### src/include/edx_regs.svh
// Register offsets, field positions, reset values and limits of the auxiliary timing block
// Functional notes
// Aux input aligns burst reception timing
// Trigger edge opens window of programmed length
// Level gate: data valid while input high
// Mask mode: low input suspends measurement
// External capture: aux input starts capture
// Divided clock locked to pattern start
// Divide ratio even, 4 to 512 only
// One marker pulse per pattern period
// Single lane: marker position in 8-bit steps
// Dual lane: marker position in 16-bit steps
// Mixed patterns: marker spans whole block period
// Single lane: short pattern multiplied to 512
// Dual lane: short pattern multiplied to 1024
// Sync output high while sync established
// Error output high when error found
// Window length 12800 to 2147483392, 256 steps
// Source leaves 512-bit gap, doubled dual
// One input and one output function active
`ifndef EDX_REGS_SVH
`define EDX_REGS_SVH

`define EDX_ADR_CTRL 8'h00
`define EDX_ADR_WINDOW 8'h04
`define EDX_ADR_DIVIDE 8'h08
`define EDX_ADR_MARK_LO 8'h0C
`define EDX_ADR_MARK_HI 8'h10
`define EDX_ADR_PATLEN 8'h14
`define EDX_ADR_STATUS 8'h18

`define EDX_CTRL_IN_LSB 0
`define EDX_CTRL_OUT_LSB 4
`define EDX_CTRL_DUAL_BIT 8
`define EDX_CTRL_CAPEXT_BIT 9
`define EDX_CTRL_MIXED_BIT 10

`define EDX_CTRL_RST 32'h0000_0000
`define EDX_WINDOW_MIN 32'h0000_3200
`define EDX_WINDOW_MAX 32'h7FFF_FF00
`define EDX_WINDOW_STEP_MASK 32'h0000_00FF
`define EDX_DIVIDE_RST 10'h004
`define EDX_DIVIDE_MIN 10'h004
`define EDX_DIVIDE_MAX 10'h200
`define EDX_MARK_MAX_SINGLE 36'h7_FFFF_FEF9
`define EDX_MARK_MAX_DUAL 37'hF_FFFF_FDF1
`define EDX_MARK_RST 37'h0_0000_0001
`define EDX_LANE_GRAN 37'h0_0000_0080
`define EDX_MARK_SUB_SINGLE 37'h0_0000_0087
`define EDX_MARK_SUB_DUAL 37'h0_0000_010F
`define EDX_MIN_PAT_SINGLE 37'h0_0000_0200
`define EDX_MIN_PAT_DUAL 37'h0_0000_0400
`define EDX_PATLEN_RST 32'h0000_0200

`endif

### src/include/edx_pkg.sv
// Types shared by the auxiliary timing block
package edx_pkg;

  typedef enum logic [1:0] {
    EDX_IN_TRIGGER,
    EDX_IN_LEVEL,
    EDX_IN_MASK,
    EDX_IN_CAPTURE
  } edx_in_fn_t;

  typedef enum logic [1:0] {
    EDX_OUT_DIVCLK,
    EDX_OUT_MARKER,
    EDX_OUT_SYNC,
    EDX_OUT_ERROR
  } edx_out_fn_t;

  typedef enum logic [1:0] {
    EDX_WB_IDLE,
    EDX_WB_ACK
  } edx_wb_state_t;

endpackage : edx_pkg

### src/verilog/edx_aux_io.sv
// Auxiliary timing input and output logic of the bit-error detector
//
// The Wishbone slave port and the register addresses were left to the implementer.
`timescale 1ns/1ps
`include "edx_regs.svh"
module edx_aux_io
  import edx_pkg::*;
(
  // Clock and reset
  input wire logic clk_i,
  input wire logic rst_i,
  // Wishbone slave
  input wire logic wb_cyc_i,
  input wire logic wb_stb_i,
  input wire logic wb_we_i,
  input wire logic [7:0] wb_adr_i,
  input wire logic [3:0] wb_sel_i,
  input wire logic [31:0] wb_dat_i,
  output logic [31:0] wb_dat_o,
  output logic wb_ack_o,
  // Auxiliary pins
  input wire logic aux_in_i,
  output logic aux_out_o,
  // Detector core
  input wire logic pat_start_i,
  input wire logic sync_ok_i,
  input wire logic bit_err_i,
  output logic data_valid_o,
  output logic meas_en_o,
  output logic cap_start_o
);

  ////////////////////////////////////////////////////////////////////////////////
  // Helpers

  function automatic logic [31:0] merge(input logic [31:0] old_v, input logic [31:0] new_v,
                                        input logic [3:0] sel);
    logic [31:0] r;
    r = old_v;
    for (int i = 0; i < 4; i++)
    begin
      if (sel[i])
      begin
        r[i*8 +: 8] = new_v[i*8 +: 8];
      end
    end
    return r;
  endfunction : merge

  // Short patterns are repeated until they reach the minimum length
  function automatic logic [36:0] scale_len(input logic [36:0] len, input logic [36:0] floor_v);
    logic [36:0] r;
    r = len;
    if (len == '0)
    begin
      r = floor_v;
    end
    else if (len < floor_v)
    begin
      r = ((floor_v + len - 37'h0_0000_0001) / len) * len;
    end
    return r;
  endfunction : scale_len

  ////////////////////////////////////////////////////////////////////////////////
  // Registers

  logic [31:0] ctrl_q;
  logic [31:0] window_q;
  logic [9:0] divide_q;
  logic [36:0] mark_q;
  logic [31:0] patlen_q;
  logic [31:0] win_wdat;
  logic [31:0] div_wdat;
  logic [31:0] mhi_wdat;
  logic wr_en;
  logic rd_ack;
  edx_wb_state_t wb_state_q;

  edx_in_fn_t in_fn;
  edx_out_fn_t out_fn;
  logic dual;

  assign in_fn = edx_in_fn_t'(ctrl_q[`EDX_CTRL_IN_LSB +: 2]);
  assign out_fn = edx_out_fn_t'(ctrl_q[`EDX_CTRL_OUT_LSB +: 2]);
  assign dual = ctrl_q[`EDX_CTRL_DUAL_BIT];
  assign win_wdat = merge(window_q, wb_dat_i, wb_sel_i);
  assign div_wdat = merge({22'h000000, divide_q}, wb_dat_i, wb_sel_i);
  assign mhi_wdat = merge({27'h0000000, mark_q[36:32]}, wb_dat_i, wb_sel_i);

  // Writes land on the edge where the master samples ack, not before
  assign wr_en = wb_cyc_i && wb_stb_i && wb_we_i && (wb_state_q == EDX_WB_ACK);

  // Ack one cycle after the request, dropped the cycle after
  always_ff @(posedge clk_i)
  begin
    if (rst_i)
    begin
      wb_state_q <= EDX_WB_IDLE;
    end
    else
    begin
      case (wb_state_q)
        EDX_WB_IDLE:
        begin
          if (wb_cyc_i && wb_stb_i)
          begin
            wb_state_q <= EDX_WB_ACK;
          end
        end
        EDX_WB_ACK: wb_state_q <= EDX_WB_IDLE;
        default: wb_state_q <= EDX_WB_IDLE;
      endcase
    end
  end

  assign wb_ack_o = (wb_state_q == EDX_WB_ACK);
  assign rd_ack = wb_cyc_i && wb_stb_i && (wb_state_q == EDX_WB_IDLE);

  always_ff @(posedge clk_i)
  begin
    if (rst_i)
    begin
      ctrl_q <= `EDX_CTRL_RST;
      window_q <= `EDX_WINDOW_MIN;
      divide_q <= `EDX_DIVIDE_RST;
      mark_q <= `EDX_MARK_RST;
      patlen_q <= `EDX_PATLEN_RST;
    end
    else if (wr_en)
    begin
      case (wb_adr_i)
        `EDX_ADR_CTRL: ctrl_q <= merge(ctrl_q, wb_dat_i, wb_sel_i) & 32'h0000_0733;
        `EDX_ADR_WINDOW:
        begin
          // Out of range or off-step values are ignored
          if (win_wdat >= `EDX_WINDOW_MIN && win_wdat <= `EDX_WINDOW_MAX &&
              (win_wdat & `EDX_WINDOW_STEP_MASK) == 32'h0000_0000)
          begin
            window_q <= win_wdat;
          end
        end
        `EDX_ADR_DIVIDE:
        begin
          if (div_wdat[31:10] == 22'h000000 && !div_wdat[0] &&
              div_wdat[9:0] >= `EDX_DIVIDE_MIN && div_wdat[9:0] <= `EDX_DIVIDE_MAX)
          begin
            divide_q <= div_wdat[9:0];
          end
        end
        `EDX_ADR_MARK_LO: mark_q[31:0] <= merge(mark_q[31:0], wb_dat_i, wb_sel_i);
        `EDX_ADR_MARK_HI: mark_q[36:32] <= mhi_wdat[4:0];
        `EDX_ADR_PATLEN: patlen_q <= merge(patlen_q, wb_dat_i, wb_sel_i);
        default: patlen_q <= patlen_q;
      endcase
    end
  end

  ////////////////////////////////////////////////////////////////////////////////
  // Input synchroniser and input functions

  logic aux_meta_q;
  logic aux_sync_q;
  logic aux_prev_q;
  logic aux_rise;
  logic [31:0] win_cnt_q;

  always_ff @(posedge clk_i)
  begin
    if (rst_i)
    begin
      aux_meta_q <= 1'b0;
      aux_sync_q <= 1'b0;
      aux_prev_q <= 1'b0;
    end
    else
    begin
      aux_meta_q <= aux_in_i;
      aux_sync_q <= aux_meta_q;
      aux_prev_q <= aux_sync_q;
    end
  end

  assign aux_rise = aux_sync_q && !aux_prev_q;

  // Edge during an open window restarts it; the source must leave a gap
  always_ff @(posedge clk_i)
  begin
    if (rst_i || in_fn != EDX_IN_TRIGGER)
    begin
      win_cnt_q <= 32'h0000_0000;
    end
    else if (aux_rise)
    begin
      win_cnt_q <= window_q;
    end
    else if (win_cnt_q != 32'h0000_0000)
    begin
      win_cnt_q <= win_cnt_q - 32'h0000_0001;
    end
  end

  always_ff @(posedge clk_i)
  begin
    if (rst_i)
    begin
      data_valid_o <= 1'b0;
      meas_en_o <= 1'b1;
      cap_start_o <= 1'b0;
    end
    else
    begin
      case (in_fn)
        EDX_IN_TRIGGER: data_valid_o <= aux_rise || (win_cnt_q > 32'h0000_0001);
        EDX_IN_LEVEL: data_valid_o <= aux_sync_q;
        default: data_valid_o <= 1'b1;
      endcase
      meas_en_o <= !(in_fn == EDX_IN_MASK && !aux_sync_q);
      cap_start_o <= (in_fn == EDX_IN_CAPTURE) && ctrl_q[`EDX_CTRL_CAPEXT_BIT] && aux_rise;
    end
  end

  ////////////////////////////////////////////////////////////////////////////////
  // Marker period and position

  logic [36:0] eff_len_q;
  logic [36:0] period_q;
  logic [36:0] mark_pos_q;
  logic [36:0] bit_cnt_q;
  logic [36:0] step_mask;
  logic marker_q;

  assign step_mask = dual ? 37'h0_0000_000F : 37'h0_0000_0007;

  // Period is LCM(length, 128): length times 128 over its power-of-two factor
  always_ff @(posedge clk_i)
  begin
    if (rst_i)
    begin
      eff_len_q <= `EDX_MIN_PAT_SINGLE;
      period_q <= `EDX_MIN_PAT_SINGLE;
      mark_pos_q <= `EDX_MARK_RST;
    end
    else
    begin
      eff_len_q <= scale_len({5'h00, patlen_q},
                             dual ? `EDX_MIN_PAT_DUAL : `EDX_MIN_PAT_SINGLE);
      if (eff_len_q[6:0] == 7'h00)
      begin
        period_q <= eff_len_q;
      end
      else
      begin
        period_q <= eff_len_q << (7 - $countones(eff_len_q[6:0] ^ (eff_len_q[6:0] - 7'h01)) + 1);
      end
      if (ctrl_q[`EDX_CTRL_MIXED_BIT])
      begin
        mark_pos_q <= `EDX_MARK_RST;
      end
      else if (dual)
      begin
        mark_pos_q <= (mark_q > period_q - `EDX_MARK_SUB_DUAL || mark_q > `EDX_MARK_MAX_DUAL)
                      ? `EDX_MARK_RST : (mark_q & ~step_mask) | `EDX_MARK_RST;
      end
      else
      begin
        mark_pos_q <= (mark_q > period_q - `EDX_MARK_SUB_SINGLE ||
                       mark_q > {1'b0, `EDX_MARK_MAX_SINGLE})
                      ? `EDX_MARK_RST : (mark_q & ~step_mask) | `EDX_MARK_RST;
      end
    end
  end

  always_ff @(posedge clk_i)
  begin
    if (rst_i || pat_start_i)
    begin
      bit_cnt_q <= `EDX_MARK_RST;
    end
    else if (bit_cnt_q >= period_q)
    begin
      bit_cnt_q <= `EDX_MARK_RST;
    end
    else
    begin
      bit_cnt_q <= bit_cnt_q + `EDX_MARK_RST;
    end
  end

  // Mixed patterns hold the marker high over the whole block period
  always_ff @(posedge clk_i)
  begin
    if (rst_i)
    begin
      marker_q <= 1'b0;
    end
    else if (ctrl_q[`EDX_CTRL_MIXED_BIT])
    begin
      marker_q <= 1'b1;
    end
    else
    begin
      marker_q <= (bit_cnt_q == mark_pos_q);
    end
  end

  ////////////////////////////////////////////////////////////////////////////////
  // Output selection

  logic div_clk;

  edx_divclk #(
    .DIV_W(10)
  ) u_divclk (
    .clk_i(clk_i),
    .rst_i(rst_i),
    .ratio_i(divide_q),
    .align_i(pat_start_i),
    .clk_o(div_clk)
  );

  always_ff @(posedge clk_i)
  begin
    if (rst_i)
    begin
      aux_out_o <= 1'b0;
    end
    else
    begin
      case (out_fn)
        EDX_OUT_DIVCLK: aux_out_o <= div_clk;
        EDX_OUT_MARKER: aux_out_o <= marker_q;
        EDX_OUT_SYNC: aux_out_o <= sync_ok_i;
        EDX_OUT_ERROR: aux_out_o <= bit_err_i;
        default: aux_out_o <= 1'b0;
      endcase
    end
  end

  ////////////////////////////////////////////////////////////////////////////////
  // Read data

  always_ff @(posedge clk_i)
  begin
    if (rst_i)
    begin
      wb_dat_o <= 32'h0000_0000;
    end
    else if (rd_ack)
    begin
      case (wb_adr_i)
        `EDX_ADR_CTRL: wb_dat_o <= ctrl_q;
        `EDX_ADR_WINDOW: wb_dat_o <= window_q;
        `EDX_ADR_DIVIDE: wb_dat_o <= {22'h000000, divide_q};
        `EDX_ADR_MARK_LO: wb_dat_o <= mark_q[31:0];
        `EDX_ADR_MARK_HI: wb_dat_o <= {27'h0000000, mark_q[36:32]};
        `EDX_ADR_PATLEN: wb_dat_o <= patlen_q;
        `EDX_ADR_STATUS: wb_dat_o <= {26'h0000000, aux_out_o, data_valid_o, meas_en_o,
                                      sync_ok_i, bit_err_i, aux_sync_q};
        default: wb_dat_o <= 32'h0000_0000;
      endcase
    end
  end

endmodule : edx_aux_io

### src/verilog/edx_divclk.sv
// Pattern-locked divided clock generator
`timescale 1ns/1ps
module edx_divclk
  import edx_pkg::*;
#(
  parameter int DIV_W = 10
)(
  // Clock and reset
  input wire logic clk_i,
  input wire logic rst_i,
  // Control
  input wire logic [DIV_W-1:0] ratio_i,
  input wire logic align_i,
  // Output
  output logic clk_o
);

  initial
  begin
    if (DIV_W < 10)
    begin
      $error("edx_divclk: DIV_W too small for ratio 512");
    end
  end

  logic [DIV_W-1:0] cnt_q;
  logic [DIV_W-1:0] half;

  assign half = ratio_i >> 1;

  ////////////////////////////////////////////////////////////////////////////////
  // Count restarts on the pattern start so phase follows the pattern
  always_ff @(posedge clk_i)
  begin
    if (rst_i || align_i)
    begin
      cnt_q <= '0;
    end
    else if (cnt_q == ratio_i - DIV_W'(1))
    begin
      cnt_q <= '0;
    end
    else
    begin
      cnt_q <= cnt_q + DIV_W'(1);
    end
  end

  always_ff @(posedge clk_i)
  begin
    if (rst_i || align_i)
    begin
      clk_o <= 1'b1;
    end
    else
    begin
      clk_o <= (cnt_q + DIV_W'(1) < half) || (cnt_q == ratio_i - DIV_W'(1));
    end
  end

endmodule : edx_divclk
### config.mk
export PLATFORM = sky130hd
export DESIGN_NAME = edx_aux_io
export DESIGN_NICKNAME = d
export VERILOG_FILES = /design/src/include/edx_pkg.sv /design/src/verilog/edx_aux_io.sv /design/src/verilog/edx_divclk.sv
export VERILOG_INCLUDE_DIRS = /design/src /design/src/include
export SDC_FILE = /design/constraint.sdc
export NUM_CORES = 2
export LEC_CHECK = 0
export BUFFER_PORTS_ARGS = -buffer_cell sky130_fd_sc_hd__buf_2
export CAP_MARGIN = 20
export CORE_MARGIN = 4
export CORE_UTILIZATION = 29
export CTS_BUF_LIST = sky130_fd_sc_hd__clkbuf_16
export DETAILED_ROUTE_END_ITERATION = 10
export GPL_ROUTABILITY_DRIVEN = 0
export PLACE_DENSITY = 0.53
export SLEW_MARGIN = 0
export SYNTH_ARGS = -nofsm -noshare
export SYNTH_HDL_FRONTEND = slang
export SYNTH_SLANG_ARGS = --single-unit
### constraint.sdc
create_clock -name clk_i -period 303.3 [get_ports clk_i]
set_clock_uncertainty 0.1 [all_clocks]
set_input_delay 30.33 -clock clk_i [delete_from_list [all_inputs] [get_ports clk_i]]
set_output_delay 30.33 -clock clk_i [all_outputs]
set_load 0.005 [all_outputs]
Word level (Yosys, flattened, before mapping)
Index checks and enable logic that the tools add are counted.
{ "classes": {"n_lt_le_gt_ge": 12, "muxes": 22, "eq_ne": 14, "bitwise": 4, "n_shift": 1, "div_mod_pow": 1, "multipliers": 1, "n_addsub": 17, "n_reduce_logical": 51} }
{ "op_table": {"columns": ["op", "count"], "rows": [
  ["$pmux W32 S7", 1],
  ["$mux W37", 6],
  ["$gt A37 B37 Y1", 2],
  ["$logic_not A32 Y1", 2],
  ["$mux W32", 2],
  ["$mux W8", 8],
  ["$reduce_and A3 Y1", 13],
  ["$add A37 B1 Y37 const B", 1],
  ["$and A37 B37 Y37", 1],
  ["$div A37 B32 Y37", 1],
  ["$eq A37 B37 Y1", 1],
  ["$ge A37 B37 Y1", 1],
  ["$gt A37 B35 Y1 const B", 1],
  ["$gt A37 B36 Y1 const B", 1],
  ["$mul A37 B32 Y37", 1],
  ["$not A4 Y37", 1],
  ["$shl A37 B32 Y37", 1],
  ["$sub A37 B8 Y37 const B", 1],
  ["$sub A37 B9 Y37 const B", 1],
  ["$sub A33 B1 Y34 const B", 1],
  ["$add A11 B32 Y33", 1],
  ["$ge A32 B14 Y1 const B", 1],
  ["$gt A32 B1 Y1 const B", 1],
  ["$le A32 B31 Y1 const B", 1],
  ["other kinds (37)", 72]
]} }
{ "totals": {"output_inout_bits": 37, "reg_bits": 350, "wordCells": 153} }

Logic depth before layout (Yosys ltp)
{ "logic_depth": {"ltp_word": 9, "depth_mapped": 543, "mapped_depth_nobuf": 491} }

Cells and area by module
From an unflattened synthesis, not the netlist that was laid out.
{ "unflattened": {"hier_cells": 10441, "hier_area_um2": 78891.9} }
{ "by_module_without_submodules": {"columns": ["module", "seq_area_each_um2", "cells_per_inst", "instances", "area_each_um2"], "rows": [
  ["edx_aux_io", 6726.5, 10310, 1, 77849.7],
  ["edx_divclk", 220.2, 131, 1, 1042.2]
]} }

Worst setup path after synthesis
Ideal clock, no wire load.
{ "synth_path": {"kind": "register to register", "from": "reg patlen_q[1]", "to": "reg eff_len_q[36]", "stages_incl_launch_ff": 501, "t_required_ns": 303.083, "slack_ns": 198.637, "arrival_time_ns": 104.445, "cell_sequence": "dfxtp_1 -> inv_1 -> clkbuf_1 -> ha_1 -> fa_1 -> nand2b_1 -> a211o_1 -> a211oi_1 -> a21oi_1 -> a211oi_1 -> or3_1 -> clkbuf_1 -> a21oi_1 -> ha_1 -> o31ai_1 -> nor2_1 -> and2_1 -> or2_2 -> [465 not listed] -> fa_1 -> inv_1 -> ha_1 -> nand2_1 -> o21ai_0 -> a211oi_1 -> or4_1 -> a31oi_1 -> a211o_1 -> a21oi_1 -> o21bai_1 -> a21oi_1 -> nor2b_1 -> o21ai_0 -> a211o_1 -> o21ai_0 -> xnor2_1 -> nor2_1"} }
{ "synth_between": {"elab_chain_len": 6} }
{ "synth_rtl": {"columns": ["element", "line", "source"], "rows": [
  ["start, declared", "edx_aux_io.sv:72", "logic [31:0] patlen_q;"],
  ["start signal, assigned", "edx_aux_io.sv:128", "patlen_q <= `EDX_PATLEN_RST;"],
  ["start signal, assigned", "edx_aux_io.sv:153", "`EDX_ADR_PATLEN: patlen_q <= merge(patlen_q, wb_dat_i, wb_sel_i);"],
  ["start signal, assigned", "edx_aux_io.sv:154", "default: patlen_q <= patlen_q;"],
  ["$add A11 B32 Y33", "edx_aux_io.sv:60", "r = ((floor_v + len - 37'h0_0000_0001) / len) * len;"],
  ["$sub A33 B1 Y34", "edx_aux_io.sv:60", null],
  ["$div A37 B32 Y37", "edx_aux_io.sv:60", null],
  ["$mul A37 B32 Y37", "edx_aux_io.sv:60", null],
  ["$mux W37", "edx_aux_io.sv:58", "else if (len < floor_v)"],
  ["$mux W37 (*)", "edx_aux_io.sv:54", "if (len == '0)"],
  ["end signal, assigned", "edx_aux_io.sv:240", "eff_len_q <= `EDX_MIN_PAT_SINGLE;"],
  ["end signal, assigned", "edx_aux_io.sv:246", "eff_len_q <= scale_len({5'h00, patlen_q},"],
  ["end, declared", "edx_aux_io.sv:226", "logic [36:0] eff_len_q;"]
]} }
Mark *: on every way between the ends. The rest lies on a longest branch, timed or not.
A chain may end at the register's enable or synchronous reset.

Worst setup path in the final report
{ "layout_path": {"from": "reg ctrl_q[8]", "to": "reg eff_len_q[36]"} }
{ "layout_between": {"elab_chain_len": 7} }
{ "layout_rtl": {"columns": ["element", "line", "source"], "rows": [
  ["start, declared", "edx_aux_io.sv:68", "logic [31:0] ctrl_q;"],
  ["start signal, assigned", "edx_aux_io.sv:124", "ctrl_q <= `EDX_CTRL_RST;"],
  ["start signal, assigned", "edx_aux_io.sv:133", "`EDX_ADR_CTRL: ctrl_q <= merge(ctrl_q, wb_dat_i, wb_sel_i) & 32'h0000_0733;"],
  ["$mux W11 (no source line) (*)", null, null],
  ["$add A11 B32 Y33", "edx_aux_io.sv:60", null],
  ["$sub A33 B1 Y34", "edx_aux_io.sv:60", null],
  ["$div A37 B32 Y37", "edx_aux_io.sv:60", null],
  ["$mul A37 B32 Y37", "edx_aux_io.sv:60", null],
  ["$mux W37 (*)", "edx_aux_io.sv:58", null],
  ["$mux W37 (*)", "edx_aux_io.sv:54", null]
]} }
Marks and branches as above.

==> metrics.md <==
| Metric | Value |
|---|---|
| Status | `finished clean` |
| Fin. max-slew vios | `0` |
| F_max | `around 0.0080 GHz` |
| Slowest cell delay on critical path | `0.91 ns` |
| Reg2Reg Depth | `around 470` |
| Fin Setup TNS | `0 ns` |
| Num CTS Buffers | `42` |
| Clk sinks | `~350` |
| Post-synthesis sequential area ratio | `0.0866` |
| Post-synth top area share | `0.158` |
| Ys flop type | `dfxtp_1` |
| Htree depth | `2` |
| Final period utilization | `0.411` |
| Worst Path Required | `between 300 and 400 ns` |
| Reg2reg setup slack | `around 180 ns` |
| Core area | `approximately 0.27 mm²` |
| Routed len/inst | `roughly 24 µm` |
| Number of placed I/O pins | `90` |
| Largest cells by area after synthesis | `ha_1 16%, fa_1 14%, dfxtp_1 8.7%, nand2_1 6.6%, xnor2_1 5.0%` |
| Multi-input gate area | `just under 0.07 mm²` |
| Die Wd | `534 µm` |
| First drt pass iteration count | `5` |
| Final Util | `0.316` |
| Vias in the first global route | `about 75000` |
| Largest net degree at the start of global routing | `76` |
| First-pass GRT wire length | `between 400 and 500 mm` |
| Clock latency on the worst-skew pair | `0.65 ns` |
| Synth async-reset ratio | `0` |
| Antenna-violating nets left | `0` |
| Crit path max fanout | `between 60 and 70` |
| Max_cap viols | `0` |
| Initial DRC Count | `8648` |
| Setup bufs post-CTS | `0` |
| Post-synthesis cell count | `approximately 11000` |
| DRC | `0` |
| Count of final setup violators | `0` |
| Worst Tran Pin Value | `between 1 and 1.5 ns` |
| Initial antenna violation count | `16` |
| Syn nets | `about 12000` |
| Non-filler cells, final | `14349` |
| Congestion Overflow GR | `0` |
| Buf/Inv on CP | `31` |
| Worst Hold Class | `reg2reg` |
| Reg area | `between 0.006 and 0.007 mm²` |
| Warnings, synthesis | `0` |
| Largest delay share family, worst path | `compound AO/OA/AOI/OAI gates` |
| Post-Route WL | `between 300 and 400 mm` |
| Most frequent cells in the layout | `1399 x nand2_1, 1017 x nor2_1, 1014 x ha_1` |
| Drt via density | `roughly 5.6` |
| Number of flops mapped to enable cells by yosys | `0` |
| Area Overhead vs Synth | `8.31%` |
| Design area | `~0.087 mm²` |
| Layout cells sized above 1 | `0.0696` |
| CTS Hold Buffers Added | `0` |
| Commonest non-fill, non-tap cell in the layout | `nand2_1` |
| Placed cells | `14270` |
| Reg2Reg Launch Point | `ctrl_q[8]` |
| Critical Path AT | `approximately 120 ns` |
| Starting Density | `0.292` |
| Startpoint Class | `register` |
| Clock transition at path regs | `0.08 ns` |
| Post-Syn Area | `roughly 0.08 mm²` |
| RSZ-0062 raised after global routing | `false` |
| Area of placed instances | `around 0.086 mm²` |
| Syn_area_per_cell | `between 7 and 8 µm²` |
| Root Driver | `clkbuf_16` |
| Rel. slew slack | `0.228` |
| Die area | `~0.29 mm²` |
| Synthesized flop and latch total | `between 300 and 400` |
| Cell depth of the worst hold path | `2` |
| Post_cts resized | `0` |
| Fillers | `a little under 30000` |
| Critical Path Most Common Cell | `a21oi_1` |
| GRT Total Usage | `0.229` |
| Final #Nets | `between 10000 and 15000` |
| # port buffers | `a little under 90` |
| CTS tree | `done` |
| Final Hold Fails | `0` |
| Leading area contributor after synthesis | `ha_1` |
| Min-delay src | `wb_dat_o[0]` |
| Die height | `534 µm` |
| Critical path's slowest cell | `o31a_1` |
| CP Class | `reg2reg` |
| Fin crit period | `between 100 and 150 ns` |
| Site row count | `approximately 190` |
| Routed vias | `between 70000 and 80000` |
| Dpl hpwl | `around 270 mm` |
| Worst Hold Endpoint | `wb_dat_o[0]` |
| CP endpoint kind | `register` |
| R2R Path End | `eff_len_q[36]` |
| Unique cell type count in the Yosys netlist | `between 100 and 150` |
| Max Root-Sink Buffers | `3` |
cell usage after synthesis, drive strengths merged (22+ instances only):
library cell	n
ha	1015
o31ai	77
and3	89
fa	562
nor2b	138
a221o	26
a211oi	109
nor3	304
nor4	82
o211ai	49
a21o	264
o21ai	445
mux2i	181
o31a	22
a21boi	41
o21a	189
nand3	237
a211o	39
nand2	1401
inv	1012
clkbuf	334
a31oi	78
buf	88
a22oi	50
a31o	26
mux2	167
and2	126
or3	103
a21oi	656
nand2b	112
xnor2	456
or2	62
xor2	251
nor2	1019
nand4	143
dfxtp	347
o21bai	55
worst max path at each step:
| stage | startpoint | depth (start not counted) | to | slack [ns] |
|---|---|---|---|---|
| finish | ctrl_q[8] | 465 | eff_len_q[36] | 178.77 |
| global route | ctrl_q[8] | 468 | eff_len_q[36] | 170.35 |
| CTS | ctrl_q[8] | 465 | eff_len_q[36] | 181.22 |
| detailed placement | ctrl_q[8] | 466 | eff_len_q[36] | 181.56 |
| global placement | ctrl_q[8] | 466 | eff_len_q[36] | 183.22 |
| floorplan | patlen_q[1] | 500 | eff_len_q[36] | 198.64 |
kinds of logic (layout without fill, tap and decap cells):
kind of cell,after synthesis,after routing,share of synthesized area
AO/OA/AOI/OAI,2352,2352,0.192
XOR/XNOR,707,707,0.0772
adder cells (fa/ha/maj),1577,1577,0.299
buffers and inverters,1444,1377,0.0682
flip-flops,347,347,0.0866
multiplexers,368,368,0.0519
other,1,9,0.0000467
AND/OR/NAND/NOR,3926,3926,0.225
worst reg2reg max path, delay by kind of cell (launching register included):
family | cells | cell delay [ns]
flops | 1 | 0.89
fa+ha+maj | 48 | 16.33
mux | 8 | 3.00
simple gates | 126 | 28.08
xor+xnor | 2 | 0.34
buf+inv | 31 | 10.53
compound gates | 250 | 65.20
registers in the layout, indices dropped and copies added (netlist names), 7 cells and up:
signal / count
u_divclk.cnt_q: 10
wb_dat_o: 32
win_cnt_q: 32
bit_cnt_q: 37
period_q: 37
window_q: 32
patlen_q: 32
divide_q: 10
mark_q: 37
ctrl_q: 7
mark_pos_q: 34
eff_len_q: 37
area by class of cell:
| cell class | instances | area share |
|---|---|---|
| Antenna cell | 8 | 0.000230 |
| Clock buffer | 42 | 0.0121 |
| Clock inverter | 24 | 0.00265 |
| Inverter | 1022 | 0.0442 |
| Multi-Input combinational cell | 8931 | 0.785 |
| Sequential cell | 347 | 0.0801 |
| Tap cell | 3686 | 0.0531 |
| Timing Repair Buffer | 289 | 0.0231 |
layer usage:
metal	vias to the layer above	GRT usage	wire, µm
li1	36952	-	-
met1	38559	0.322	150000
met2	3592	0.345	143000
met3	605	0.0486	34700
met4	0	0.0780	13400
met5	-	0	0
per-stage QoR:
step / hold WS, ns / worst slack (ns)
2_1_floorplan: 0.314 / 198.64
6_report: 0.353 / 178.77
3_3_place_gp: 0.343 / 183.22
4_1_cts: 0.356 / 181.22
3_5_place_dp: 0.348 / 181.56
5_1_grt: 0.383 / 170.35
Power is not shown: default switching activity piles up to over one toggle a cycle in this logic, so the estimate is an artifact.
